===== src/rmp_pkg.sv =====
// Purpose: constants for the remap event and table register slice
// Assumes: 32-bit APB data, byte addresses, one aligned word per register
// Notes:   host address width is fixed here for this build
package rmp_pkg;
   // apb address width and register byte offsets
   localparam int          ADDR_W          = 12;
   localparam logic [11:0] OFF_EV_CTRL     = 12'h0a0;
   localparam logic [11:0] OFF_EV_DATA     = 12'h0a4;
   localparam logic [11:0] OFF_EV_ADDR     = 12'h0a8;
   localparam logic [11:0] OFF_EV_UADDR    = 12'h0ac;
   localparam logic [11:0] OFF_TBL_LO      = 12'h0b8;
   localparam logic [11:0] OFF_TBL_HI      = 12'h0bc;
   localparam logic [11:0] OFF_INT_STAT    = 12'h0c0;
   localparam logic [11:0] OFF_INT_MASK    = 12'h0c4;
   // host address width and table base field bounds
   localparam int          HOST_ADDR_WIDTH = 48;
   localparam int          TBL_BASE_LSB    = 12;
   localparam int          TBL_BASE_W      = HOST_ADDR_WIDTH - TBL_BASE_LSB;
   localparam int          LO_BASE_W       = 32 - TBL_BASE_LSB;
   // field positions
   localparam int          ADDR_FIELD_LSB  = 2;
   localparam int          WIDE_BIT        = 11;
   localparam int          SIZE_W          = 4;
   localparam int          EV_MASK_BIT     = 31;
   localparam int          EV_PEND_BIT     = 30;
   localparam int          DATA_W          = 16;
   localparam int          NARROW_DEST_W   = 8;
   localparam int          ENTRIES_W       = 17;
   // interrupt status bits: event seen, message sent
   localparam int          NUM_IRQ         = 2;
   localparam int          IRQ_EVENT       = 0;
   localparam int          IRQ_SENT        = 1;
   // reset values
   localparam logic        EV_MASK_RST     = 1'b1;
   localparam logic [31:0] WORD_ZERO       = 32'h0000_0000;
endpackage


===== src/rmp_regs.sv =====
// Purpose: register slice for invalidation event address and remap table
// Assumes: capability inputs and event strobe come from logic on pclk
// Notes:   zero wait state apb slave, answer latched in the setup cycle
//
// The APB register port was decided locally.
`timescale 1ns/1ps
`default_nettype none

module rmp_regs
(
   // clock and reset
   input  wire logic                          pclk,
   input  wire logic                          presetn,
   // apb slave
   input  wire logic                          psel,
   input  wire logic                          penable,
   input  wire logic                          pwrite,
   input  wire logic [rmp_pkg::ADDR_W-1:0]    paddr,
   input  wire logic [31:0]                   pwdata,
   output logic      [31:0]                   prdata,
   output logic                               pready,
   output logic                               pslverr,
   // capability reports
   input  wire logic                          queued_invalidation_support,
   input  wire logic                          wide_destination_support,
   input  wire logic                          interrupt_remap_support,
   // invalidation event and outgoing message
   input  wire logic                          inv_event,
   output logic                               msg_valid,
   output logic      [63:0]                   msg_addr,
   output logic      [rmp_pkg::DATA_W-1:0]    msg_data,
   // remap table view
   input  wire logic [31:0]                   entry_dest_id,
   output logic      [31:0]                   dest_id,
   output logic      [rmp_pkg::TBL_BASE_W-1:0] table_base_field,
   output logic      [rmp_pkg::SIZE_W-1:0]    table_size,
   output logic      [rmp_pkg::ENTRIES_W-1:0] remap_table_entries,
   output logic                               wide_destination_enable,
   // interrupt
   output logic                               irq
);
   import rmp_pkg::*;

   // decode: is this byte offset a mapped register
   function automatic logic is_mapped(input logic [ADDR_W-1:0] a);
      is_mapped = (a == OFF_EV_CTRL) || (a == OFF_EV_DATA) ||
                  (a == OFF_EV_ADDR) || (a == OFF_EV_UADDR) ||
                  (a == OFF_TBL_LO) || (a == OFF_TBL_HI) ||
                  (a == OFF_INT_STAT) || (a == OFF_INT_MASK);
   endfunction

   // destination id seen by the walker for a given mode
   function automatic logic [31:0] dest_view(input logic wide,
                                             input logic [31:0] id);
      dest_view = wide ? id : 32'(id[NARROW_DEST_W-1:0]);
   endfunction

   // state
   logic [31:ADDR_FIELD_LSB] msg_addr_field_r, msg_addr_field_nxt;
   logic [31:0]              msg_upper_addr_field_r, msg_upper_addr_field_nxt;
   logic [TBL_BASE_W-1:0]    table_base_r, table_base_nxt;
   logic [SIZE_W-1:0]        size_r, size_nxt;
   logic                     wide_r, wide_nxt;
   logic [ENTRIES_W-1:0]     entries_r, entries_nxt;
   logic                     event_mask_bit_r, event_mask_bit_nxt;
   logic                     pend_r, pend_nxt;
   logic [DATA_W-1:0]        event_data_value_r, event_data_value_nxt;
   logic [NUM_IRQ-1:0]       ist_r, ist_nxt;
   logic [NUM_IRQ-1:0]       imask_r, imask_nxt;
   logic                     irq_r, irq_nxt;
   logic                     mv_r, mv_nxt;
   logic [63:0]              maddr_r, maddr_nxt;
   logic [DATA_W-1:0]        md_r, md_nxt;
   logic [31:0]              dest_r, dest_nxt;
   logic [31:0]              prdata_r, prdata_nxt;
   logic                     pready_r, pready_nxt;
   logic                     pslverr_r, pslverr_nxt;

   // helper terms
   logic                     setup, wr_take, queue_ok, upper_ok, send;
   logic [NUM_IRQ-1:0]       ev_set;
   logic [31:0]              rd_word;

   assign setup   = psel && !penable;
   assign wr_take = psel && penable && pready_r && pwrite && !pslverr_r;
   assign queue_ok = queued_invalidation_support;
   assign upper_ok = queued_invalidation_support && wide_destination_support;
   assign send    = pend_r && !event_mask_bit_r;

   // read mux over stored state, unmapped words read zero
   always_comb
   begin
      rd_word = WORD_ZERO;
      unique case (paddr)
         OFF_EV_CTRL:  rd_word = (WORD_ZERO | {event_mask_bit_r, pend_r})
                                 << EV_PEND_BIT;
         OFF_EV_DATA:  rd_word = {16'h0000, event_data_value_r};
         OFF_EV_ADDR:  rd_word = {msg_addr_field_r, 2'b00};
         OFF_EV_UADDR: rd_word = msg_upper_addr_field_r;
         OFF_TBL_LO:   rd_word = {table_base_r[LO_BASE_W-1:0], wide_r, 7'h00,
                                  size_r};
         OFF_TBL_HI:   rd_word = 32'(table_base_r[TBL_BASE_W-1:LO_BASE_W]);
         OFF_INT_STAT: rd_word = 32'(ist_r);
         OFF_INT_MASK: rd_word = 32'(imask_r);
         default:      rd_word = WORD_ZERO;
      endcase
   end

   // next state for apb answer, registers, event path and outputs
   always_comb
   begin
      msg_addr_field_nxt       = msg_addr_field_r;
      msg_upper_addr_field_nxt = msg_upper_addr_field_r;
      table_base_nxt           = table_base_r;
      size_nxt                 = size_r;
      wide_nxt                 = wide_r;
      event_mask_bit_nxt       = event_mask_bit_r;
      event_data_value_nxt     = event_data_value_r;
      imask_nxt                = imask_r;
      // apb: answer prepared in setup, released after access
      pready_nxt  = setup;
      pslverr_nxt = setup && !is_mapped(paddr);
      prdata_nxt  = setup ? rd_word : prdata_r;
      if (wr_take)
      begin
         unique case (paddr)
            OFF_EV_CTRL:  event_mask_bit_nxt = pwdata[EV_MASK_BIT];
            OFF_EV_DATA:  event_data_value_nxt = pwdata[DATA_W-1:0];
            OFF_EV_ADDR:  msg_addr_field_nxt =
                             pwdata[31:ADDR_FIELD_LSB];
            OFF_EV_UADDR: msg_upper_addr_field_nxt = pwdata;
            OFF_TBL_LO:
            begin
               table_base_nxt[LO_BASE_W-1:0] = pwdata[31:TBL_BASE_LSB];
               wide_nxt = pwdata[WIDE_BIT];
               size_nxt = pwdata[SIZE_W-1:0];
            end
            OFF_TBL_HI:   table_base_nxt[TBL_BASE_W-1:LO_BASE_W] =
                             pwdata[TBL_BASE_W-LO_BASE_W-1:0];
            OFF_INT_MASK: imask_nxt = pwdata[NUM_IRQ-1:0];
            default:      imask_nxt = imask_r;
         endcase
      end
      // capability gating keeps unsupported space at zero
      if (!queue_ok)
      begin
         msg_addr_field_nxt   = '0;
         event_data_value_nxt = '0;
      end
      if (!upper_ok)
         msg_upper_addr_field_nxt = '0;
      if (!wide_destination_support)
         wide_nxt = 1'b0;
      if (!interrupt_remap_support)
      begin
         table_base_nxt = '0;
         wide_nxt       = 1'b0;
         size_nxt       = '0;
      end
      entries_nxt = ENTRIES_W'(1) << (size_nxt + 5'd1);
      dest_nxt    = dest_view(wide_r, entry_dest_id);
      // event pending until message goes out
      pend_nxt = queue_ok && ((pend_r && !send) || inv_event);
      mv_nxt   = send;
      maddr_nxt = send ? {msg_upper_addr_field_r, msg_addr_field_r, 2'b00}
                       : maddr_r;
      md_nxt   = send ? event_data_value_r : md_r;
      // sticky status, set wins over write-one clear
      ev_set  = {send, queue_ok && inv_event};
      ist_nxt = ist_r;
      if (wr_take && paddr == OFF_INT_STAT)
         ist_nxt = ist_r & ~pwdata[NUM_IRQ-1:0];
      ist_nxt = ist_nxt | ev_set;
      irq_nxt = |(ist_r & imask_r);
   end

   // register stage
   always_ff @(posedge pclk or negedge presetn)
   begin
      if (!presetn)
      begin
         msg_addr_field_r       <= '0;
         msg_upper_addr_field_r <= '0;
         table_base_r           <= '0;
         size_r                 <= '0;
         wide_r                 <= 1'b0;
         entries_r              <= ENTRIES_W'(2);
         event_mask_bit_r       <= EV_MASK_RST;
         pend_r                 <= 1'b0;
         event_data_value_r     <= '0;
         ist_r                  <= '0;
         imask_r                <= '0;
         irq_r                  <= 1'b0;
         mv_r                   <= 1'b0;
         maddr_r                <= '0;
         md_r                   <= '0;
         dest_r                 <= '0;
         prdata_r               <= '0;
         pready_r               <= 1'b0;
         pslverr_r              <= 1'b0;
      end
      else
      begin
         msg_addr_field_r       <= msg_addr_field_nxt;
         msg_upper_addr_field_r <= msg_upper_addr_field_nxt;
         table_base_r           <= table_base_nxt;
         size_r                 <= size_nxt;
         wide_r                 <= wide_nxt;
         entries_r              <= entries_nxt;
         event_mask_bit_r       <= event_mask_bit_nxt;
         pend_r                 <= pend_nxt;
         event_data_value_r     <= event_data_value_nxt;
         ist_r                  <= ist_nxt;
         imask_r                <= imask_nxt;
         irq_r                  <= irq_nxt;
         mv_r                   <= mv_nxt;
         maddr_r                <= maddr_nxt;
         md_r                   <= md_nxt;
         dest_r                 <= dest_nxt;
         prdata_r               <= prdata_nxt;
         pready_r               <= pready_nxt;
         pslverr_r              <= pslverr_nxt;
      end
   end

   // outputs straight from flops
   assign prdata                  = prdata_r;
   assign pready                  = pready_r;
   assign pslverr                 = pslverr_r;
   assign msg_valid               = mv_r;
   assign msg_addr                = maddr_r;
   assign msg_data                = md_r;
   assign dest_id                 = dest_r;
   assign table_base_field        = table_base_r;
   assign table_size              = size_r;
   assign remap_table_entries     = entries_r;
   assign wide_destination_enable = wide_r;
   assign irq                     = irq_r;
endmodule // rmp_regs

`default_nettype wire


===== config.mk =====
export PLATFORM = sky130hd
export DESIGN_NAME = rmp_regs
export DESIGN_NICKNAME = d
export VERILOG_FILES = /design/src/rmp_pkg.sv /design/src/rmp_regs.sv
export SDC_FILE = /design/constraint.sdc
export NUM_CORES = 1
export LEC_CHECK = 0
export BUFFER_PORTS_ARGS = -buffer_cell sky130_fd_sc_hd__clkbuf_2
export CORE_ASPECT_RATIO = 0.6
export CORE_MARGIN = 8
export CORE_UTILIZATION = 50
export CTS_BUF_LIST = sky130_fd_sc_hd__clkbuf_8
export DETAILED_ROUTE_END_ITERATION = 16
export PLACE_DENSITY_LB_ADDON = 0.15
export SYNTH_ARGS = -nofsm -noshare
export SYNTH_HDL_FRONTEND = slang
export SYNTH_SLANG_ARGS = --single-unit

===== constraint.sdc =====
create_clock -name pclk -period 2.15 [get_ports pclk]
set_clock_uncertainty 0.05 [all_clocks]
set_input_delay 0.3225 -clock pclk [delete_from_list [all_inputs] [get_ports pclk]]
set_output_delay 0.3225 -clock pclk [all_outputs]
set_load 0.01 [all_outputs]

After elaboration in Yosys (flattened, before gate mapping) --
Cells that the tools add are included.
Word-level totals: bits in registers 288, latch bits 0, RAM bits 0, memory bits (read-only) 0, input bits 85, output and inout bits 206, word-level logic and storage cells 101, memories kept 0
Cells by class: add/subtract/negate cells 1, multipliers 0, divide/modulo/power cells 0, magnitude comparators 0, equality and inequality tests 18, shift operators 1, muxes and demuxes 23, bitwise logic cells 4, reduce and logical (&&, ||, !) cells 34
Operators by type and width (count):
- one-hot mux 32 bit (8 select lines) | 1
- 2-to-1 mux 32 bit | 4
- == test 12 x 8 -> 1 bit, second input constant | 8
- 2-to-1 mux 30 bit | 3
- 2-to-1 mux 36 bit | 2
- 2-to-1 mux 16 bit | 4
- 2-to-1 mux 20 bit | 1
- << shifter 1 x 5 -> 17 bit, first input constant | 1
- AND reduction 2 bit | 8
- inequality test 2 x 1 -> 1 bit, second input constant | 7
- logical AND 1 bit | 12
- 2-to-1 mux 4 bit | 3
- logical OR 1 bit | 8
- inequality test 3 x 2 -> 1 bit, second input constant | 2
- adder 4 x 1 -> 5 bit, second input constant | 1
- zero test 1 bit | 5
- AND 2 bit | 2
- 2-to-1 mux 1 bit | 4
- 2-to-1 mux 2 bit | 1
- inequality test 2 bit, second input constant | 1
- NOT 2 bit | 1
- OR 2 bit | 1
- OR reduction 2 bit | 1

Logic depth before layout (Yosys ltp) --
Gate-level depths: netlist of run 1.
word-level depth 10, mapped depth 9, gate-level depth less buffers 5

Least setup slack after synthesis of run 1 --
Ideal clock, no wire load.
path kind input -> register, from input paddr[2] in the netlist's numbering, to register table_base_r[25] (netlist: table_base_field[25]), library setup time 121 ps, data arrival time 1712 ps, required time 1979 ps, slack 267 ps, stages on the path 9, path buffers 4, path through buf_2 -> and2_1 -> and4_1 -> buf_6 -> and3_4 -> and2_1 -> buf_4 -> buf_6 -> a22o_1
Between the ends: longest elaborated chain between the ends 3
RTL lines:
- start: declaration | RTL line rmp_regs.sv:18 | input wire logic [rmp_pkg::ADDR_W-1:0] paddr,
- == test 12 x 8 -> 1 bit | RTL line rmp_regs.sv:126 | unique case (paddr)
- inequality test 2 x 1 -> 1 bit (no source line)
- AND reduction 2 bit (no source line)
- end signal: assignment | RTL line rmp_regs.sv:206 | table_base_r <= table_base_nxt;
- end: declaration | RTL line rmp_regs.sv:61 | logic [TBL_BASE_W-1:0] table_base_r, table_base_nxt;
No other way between the ends. A chain may end at the register's enable or synchronous reset.

Worst setup path after layout of run 1 --
from register pslverr_r (netlist: pslverr), to register table_base_r[23] (netlist: table_base_field[23])
Between the ends: longest elaborated chain between the ends 4
RTL lines:
- start: declaration | RTL line rmp_regs.sv:77 | logic pslverr_r, pslverr_nxt;
- start signal: assignment | RTL line rmp_regs.sv:222 | pslverr_r <= pslverr_nxt;
- zero test 1 bit | RTL line rmp_regs.sv:85 | assign wr_take = psel && penable && pready_r && pwrite && !pslverr_r;
- logical AND 1 bit | RTL line rmp_regs.sv:85
- inequality test 2 x 1 -> 1 bit (no source line)
- AND reduction 2 bit (no source line)
No other way between the ends.

==> results of run 1 <==
cell usage in the layout, fill, tap and decap left out, types with 7 or more instances in the layout:
cell type | synthesis | routed
dfrtp_1 | 286 | 286
dlygate4sd3_1 | 0 | 62
mux2_2 | 27 | 27
nand3_1 | 7 | 7
a22oi_1 | 36 | 36
buf_12 | 0 | 11
clkbuf_8 | 0 | 50
a21boi_1 | 27 | 27
and2_1 | 27 | 27
inv_1 | 7 | 23
clkbuf_2 | 0 | 287
o21ai_0 | 27 | 27
a22o_1 | 63 | 63
nor2_1 | 20 | 20
buf_4 | 10 | 42
nor2b_1 | 10 | 9
nand2_1 | 381 | 381
a21boi_0 | 27 | 27
mux2i_1 | 11 | 11
state kept, by name, indices dropped and copies added (netlist names), 2 cells and up:
register and flops:
msg_addr_field_r 30, event_data_value_r 16, prdata 32, table_base_field 36, msg_upper_addr_field_r 32, imask_r 2
msg_addr 62, table_size 4, ist_r 2, msg_data 16, dest_id 32, remap_table_entries 17
final cells by class:
cell class                 instances  share of cell area, %
inverter                           8                  0.196
tap                              315                   2.57
clock buffer                      50                   4.48
sequential                       288                   47.0
clock inverter                    22                  0.644
timing repair buffer             404                   17.1
multi-input combinational        742                   28.1
logic make-up (layout without fill, tap and decap cells):
group	count (synthesis)	in the layout	share of synthesized area, %
multiplexers	44	44	4.61
flip-flops	288	288	60.5
buffers and inverters	90	484	3.66
AND/OR/NAND/NOR	487	487	18.1
AO/OA/AOI/OAI	208	208	13.1
other	1	3	0.0315
metal layers:
metal / global-route usage, % / up-vias / share of wire (%)
li1: - / 4502 / -
met1: 36.3 / 4930 / 45
met2: 38.6 / 441 / 44
met3: 7.92 / 57 / 9.2
met4: 6.44 / 4 / 1.9
met5: 0 / - / 0.061
worst register-to-register path: stages, from the launching register on:
cell	delay, ns
dfrtp_1	0.35
nor2b_1	0.06
and4_1	0.28
and3_4	0.21
nor2b_2	0.71
a22o_2	0.28
what timing repair did:
action	in CTS	in global routing
gates resized for setup	0	1
hold endpoints to repair	406	0
hold buffers	62	0
setup endpoints to repair	0	1
power by group through the flow:
| stage | registers, mW | logic (mW) | clock network, mW |
|---|---|---|---|
| 3_3_place_gp | 5.54 | 0.525 | 0 |
| 5_1_grt | 5.43 | 0.674 | 4.51 |
| 4_1_cts | 5.44 | 0.622 | 4.26 |
| 3_5_place_dp | 5.54 | 0.529 | 0 |
| 2_1_floorplan | 5.54 | 0.177 | 0 |
| 6_report | 5.44 | 0.621 | 4.17 |
how the worst max path moves through the flow:
stage | start | to | slack, ns
detailed placement | paddr[1] | msg_addr_field_r[28]$_DFFE_PN0P_ | -0.04
CTS | pslverr$_DFF_PN0_ | msg_upper_addr_field_r[26]$_DFFE_PN0P_ | 0.12
global placement | paddr[7] | event_data_value_r[13]$_DFFE_PN0P_ | 0.02
global route | pslverr$_DFF_PN0_ | remap_table_entries[4]$_DFF_PN0_ | 0.05
finish | pslverr$_DFF_PN0_ | table_base_field[23]$_DFFE_PN0P_ | 0.16
floorplan | paddr[2] | table_base_field[25]$_DFFE_PN0P_ | 0.27
stage by stage:
step	instances	power (mW)	setup slack [ns]	utilization, %	area, um2
2_1_floorplan	1120	5.72	0.267	-	11900
6_report	1829	10.2	0.164	66.0	15300
4_1_cts	1829	10.3	0.123	66.0	15300
3_5_place_dp	1695	6.07	-0.0403	60.0	13900
3_3_place_gp	1695	6.06	0.0171	60.0	13900
5_1_grt	1829	10.6	0.0528	66.0	15300
==> flow_metrics.py, run 1 <==
metrics = {
    "timing": {
        "finalSetupViolations": 0,
        "period_share_pct": 92.4,
        "fin_tns_setup_ns": 0,
        "hold_viol": 0,
        "fmax_mhz": 503,
        "rsz0062_at_grt": "false",
        "hold_ws_ns": 0.0312,
        "slew_headroom_pct": 31.3,
        "layout_min_cycle_time_ns": 1.99,
        "slew_violations": 0,
        "tightest_slew_ns": 1.03,
    },
    "clocking": {
        "clock_path_buffers": 3,
        "clock-sinks": 288,
        "cts_root_buffer": "clkbuf_8",
        "clk_pin_slew_ns": 0.07,
        "cts_made_buffers": 42,
        "htreeDepth": 2,
        "cts_tree": "done",
        "clk_latency_ns": 0.56,
        "cts_setup_buffers": 0,
    },
    "global_routing": {
        "grt_usage_pct": 25.7,
        "overflow": 0,
        "antenna_found_initial": 2,
        "grt_pass1_wl_mm": 59.6,
        "grt_pass1_vias": 10200,
        "grt_max_degree": 97,
    },
    "critical_path": {
        "timing.rr.start": "pslverr$_DFF_PN0_",
        "cp_cell_sequence": "nor2b_1 > and4_1 > and3_4 > nor2b_2 > a22o_2",
        "r2r_setup_slack_ns": 0.16,
        "cpPeakStageDelay_ns": 0.71,
        "critPathBufInv": 0,
        "cp_max_fo": 16,
        "rr_endpoint": "table_base_field[23]$_DFFE_PN0P_",
        "path_class": "flip-flop to flip-flop",
        "r2r_cells": 5,
        "crit_path_top_delay_cell": "nor2b_2",
        "path_depth": 5,
        "cp.required_ns": 2.59,
        "critPathCaptureType": "flip-flop",
        "worst_setup_path_start_kind": "flip-flop",
        "worst_ep_arrival_time_ns": 2.43,
        "cp_top_family": "simple AND/OR/NAND/NOR gates",
    },
    "min_path": {
        "min_path_cells": 3,
        "hold_end": "msg_addr_field_r[14]$_DFFE_PN0P_",
        "hold_class": "input pin to flip-flop",
        "min-delay-start": "pwdata[14]",
    },
    "finish": {
        "finalNetCount": 1571,
        "multi_input_area_um2": 4310,
        "num-fill-cells": 1930,
        "syn2layout_area_growth_pct": 28.8,
        "layout-drive-gt1-share_pct": 30.3,
        "seq_area_um2": 7210,
        "antenna_cells": 0,
    },
    "synthesis": {
        "ys_async_sr_fraction_pct": 100,
        "synth_top_area_share_pct": 60.1,
        "synth_common_cells": "nand2_1, dfrtp_1, a22o_1, clkbuf_1, a22oi_1",
        "synth.distinct_cells": 59,
        "yosysMostFrequentCell": "nand2_1",
        "ys_seq_area_share_pct": 60.5,
        "synth_area_um2": 11900,
        "synthFlopType": "dfrtp_1",
        "yosys.area.top_type": "dfrtp_1",
        "syn_avg_cell_area_um2": 10.7,
        "yosysWarnings": 0,
        "synthTopCellsByArea": "dfrtp_1, nand2_1, a22o_1",
        "synthCells": 1118,
        "synth_edf_count": 0,
        "ys_seq_elements": 288,
    },
    "route": {
        "ant_nets": 0,
        "wire_per_inst_um": 20.7,
        "first_pass_iters": 5,
        "drc": 0,
        "num_vias": 9934,
        "first_iter_violations": 823,
        "vias_per_cell": 5.43,
        "routed_wirelength_mm": 37.9,
    },
    "die": {
        "die_height_um": 136,
        "dieArea_um2": 29200,
        "row_count": 43,
        "pin_count": 291,
        "core_um2": 23200,
        "die_w_um": 215,
        "initial_core_util_pct": 51.3,
    },
    "power": {
        "seq_power_share_pct": 53.1,
        "cell_internal_pwr_mw": 7.77,
        "power.clock.fraction_pct": 40.8,
        "peakVddDrop_mv": 0.663,
        "sw_frac_of_total_pct": 24.1,
        "switchingPower_mw": 2.46,
        "p_per_area_nw_per_um2": 667,
        "leakage_nw": 8.03,
        "p_comb_share_pct": 6.1,
    },
    "run_status": {
        "outcome": "finished clean",
    },
    "placed_design": {
        "dp_hpwl_mm": 26.2,
        "place_congestion": 0.850,
        "io_buffers": 288,
    },
    "job": {
        "drv_cap": 0,
    },
}
No activity file was read; power rests on OpenSTA's default activity.
==> run 2: changes to the inputs <==
==> constraint.sdc (replaced) <==
create_clock -name pclk -period 2.15 [get_ports pclk]
set_clock_uncertainty 0.05 [all_clocks]
set_input_delay 0.43 -clock pclk [delete_from_list [all_inputs] [get_ports pclk]]
set_output_delay 0.43 -clock pclk [all_outputs]
set_load 0.01 [all_outputs]
==> flow_metrics.py, run 2 (synthesized netlist as in run 1, its figures left out) <==
metrics = {
    "finish": {
        "utilization_pct": 64.4,
        "layout-drive-gt1-share_pct": 32.3,
        "final_cells": 1797,
        "multi_input_area_um2": 4310,
        "syn2layout_area_growth_pct": 25.7,
        "num-fill-cells": 1967,
        "mostFrequentLayoutCells": "nand2_1, clkbuf_2, dfrtp_1, a22o_1, buf_4",
        "final_cell_area_um2": 15000,
        "mostFrequentLayoutCell": "nand2_1",
        "finalNetCount": 1536,
        "largest_reg_flops": 62,
        "seq_area_um2": 7210,
    },
    "timing": {
        "fmax_mhz": 495,
        "slew_headroom_pct": 37.2,
        "rsz0062_at_grt": "false",
        "period_share_pct": 94.0,
        "hold_viol": 0,
        "slew_violations": 0,
        "finalSetupViolations": 0,
        "layout_min_cycle_time_ns": 2.02,
        "tightest_slew_ns": 0.937,
    },
    "clocking": {
        "clk_latency_ns": 0.55,
        "cts_made_buffers": 42,
        "htreeDepth": 2,
        "cts_root_buffer": "clkbuf_8",
        "cts_tree": "done",
        "clock-sinks": 288,
        "cts_setup_buffers": 0,
        "clock_path_buffers": 3,
        "clk_pin_slew_ns": 0.06,
    },
    "die": {
        "core_um2": 23200,
        "initial_core_util_pct": 51.3,
        "die_height_um": 136,
        "pin_count": 291,
        "dieArea_um2": 29200,
        "row_count": 43,
        "die_w_um": 215,
    },
    "power": {
        "p_comb_share_pct": 5.3,
        "cell_internal_pwr_mw": 7.88,
        "leakage_nw": 7.91,
        "sw_frac_of_total_pct": 23.7,
        "seq_power_share_pct": 52.6,
        "power.clock.fraction_pct": 42.0,
        "peakVddDrop_mv": 0.486,
        "total_power_mw": 10.3,
        "switchingPower_mw": 2.45,
        "p_per_area_nw_per_um2": 690,
    },
    "critical_path": {
        "path_class": "flip-flop to flip-flop",
        "cp.required_ns": 2.58,
        "critPathCaptureType": "flip-flop",
        "cp_max_fo": 16,
        "worst_ep_arrival_time_ns": 2.45,
        "r2r_setup_slack_ns": 0.13,
        "worst_setup_path_start_kind": "flip-flop",
    },
    "global_routing": {
        "antenna_found_initial": 2,
        "grt_usage_pct": 25.6,
        "overflow": 0,
        "grt_pass1_vias": 9975,
        "grt_max_degree": 58,
        "grt_pass1_wl_mm": 59.0,
    },
    "route": {
        "drc": 0,
        "vias_per_cell": 5.42,
        "routed_wirelength_mm": 37.5,
        "ant_nets": 0,
        "wire_per_inst_um": 20.9,
        "num_vias": 9740,
        "first_iter_violations": 643,
        "first_pass_iters": 5,
    },
    "job": {
        "drv_cap": 0,
    },
    "placed_design": {
        "io_buffers": 288,
        "place_inst": 1712,
        "place_congestion": 0.849,
        "placement.cell_area_um2": 14000,
        "dp_hpwl_mm": 26.4,
    },
    "run_status": {
        "outcome": "finished clean",
    },
    "min_path": {
        "hold_class": "input pin to flip-flop",
    },
}
[run 2: cell count changes in the layout (fill, tap and decap cells not counted)]
cell           change
buf_12             -2
buf_4             +20
buf_6              -1
clkbuf_8           +5
clkinvlp_4         -2
diode_2            +1
dlygate4sd3_1     -52
inv_6              -1
nor4_1             -1
nor4_2             +1
[run 2: routing by layer]
layer | track usage (%) | vias to the layer above | part of all wire [%]
met3 | 7.67 | 50 | 9.0
met2 | 38.4 | 388 | 44
met1 | 36.3 | 4858 | 46
li1 | - | 4442 | -
met5 | 0 | - | 0.035
met4 | 5.95 | 2 | 1.7
[run 2: worst max-delay path: stages, from the launching register on]
cell,delay (ns)
dfrtp_1,0.37
nor2b_1,0.07
and4_1,0.29
and3_4,0.20
nor2b_2,0.71
a22o_1,0.26
[run 2: final timing paths]
check                      cells past startpoint                    start                                endpoint
setup / recovery                               5        pslverr$_DFF_PN0_        table_base_field[26]$_DFFE_PN0P_
hold / removal                                 2        entry_dest_id[11]                   dest_id[11]$_DFF_PN0_
setup reg to reg                               5        pslverr$_DFF_PN0_        table_base_field[26]$_DFFE_PN0P_
hold reg to reg                                2  msg_addr[4]$_DFFE_PN0P_                 msg_addr[4]$_DFFE_PN0P_
max in group asynchronous                      3                  presetn  msg_upper_addr_field_r[18]$_DFFE_PN0P_
min in group asynchronous                      2                  presetn                 msg_data[8]$_DFFE_PN0P_
[run 2: power by group through the flow]
stage,registers [mW],clock network [mW],logic [mW]
after floorplan,5.54,0,0.177
after global placement,5.54,0,0.534
after detailed placement,5.54,0,0.539
after CTS,5.44,4.44,0.554
after global routing,5.43,4.68,0.602
final,5.44,4.34,0.552
[run 2: what timing repair did]
item,CTS,global route
hold buffers,10,0
endpoints found under the setup margin,0,1
gates resized for setup,0,1
endpoints found under the hold margin,57,0
[run 2: metrics by stage]
| stage | TNS [ns] | setup slack [ns] | hold slack (ns) |
|---|---|---|---|
| floorplan | 0 | 0.160 | 0.0844 |
| CTS | 0 | 0.116 | 0.00104 |
| global placement | -4.15 | -0.0930 | 0.339 |
| global route | 0 | 0.0244 | 0.00742 |
| finish | 0 | 0.130 | 0.0395 |
| detailed placement | -8.93 | -0.127 | 0.339 |
[run 2: area by class of cell]
class                      instances  area share [%]
antenna                            1          0.0167
clock buffer                      55            5.05
clock inverter                    19           0.501
inverter                           8           0.200
multi-input combinational        742            28.8
sequential                       288            48.1
tap                              315            2.63
timing repair buffer             369            14.7
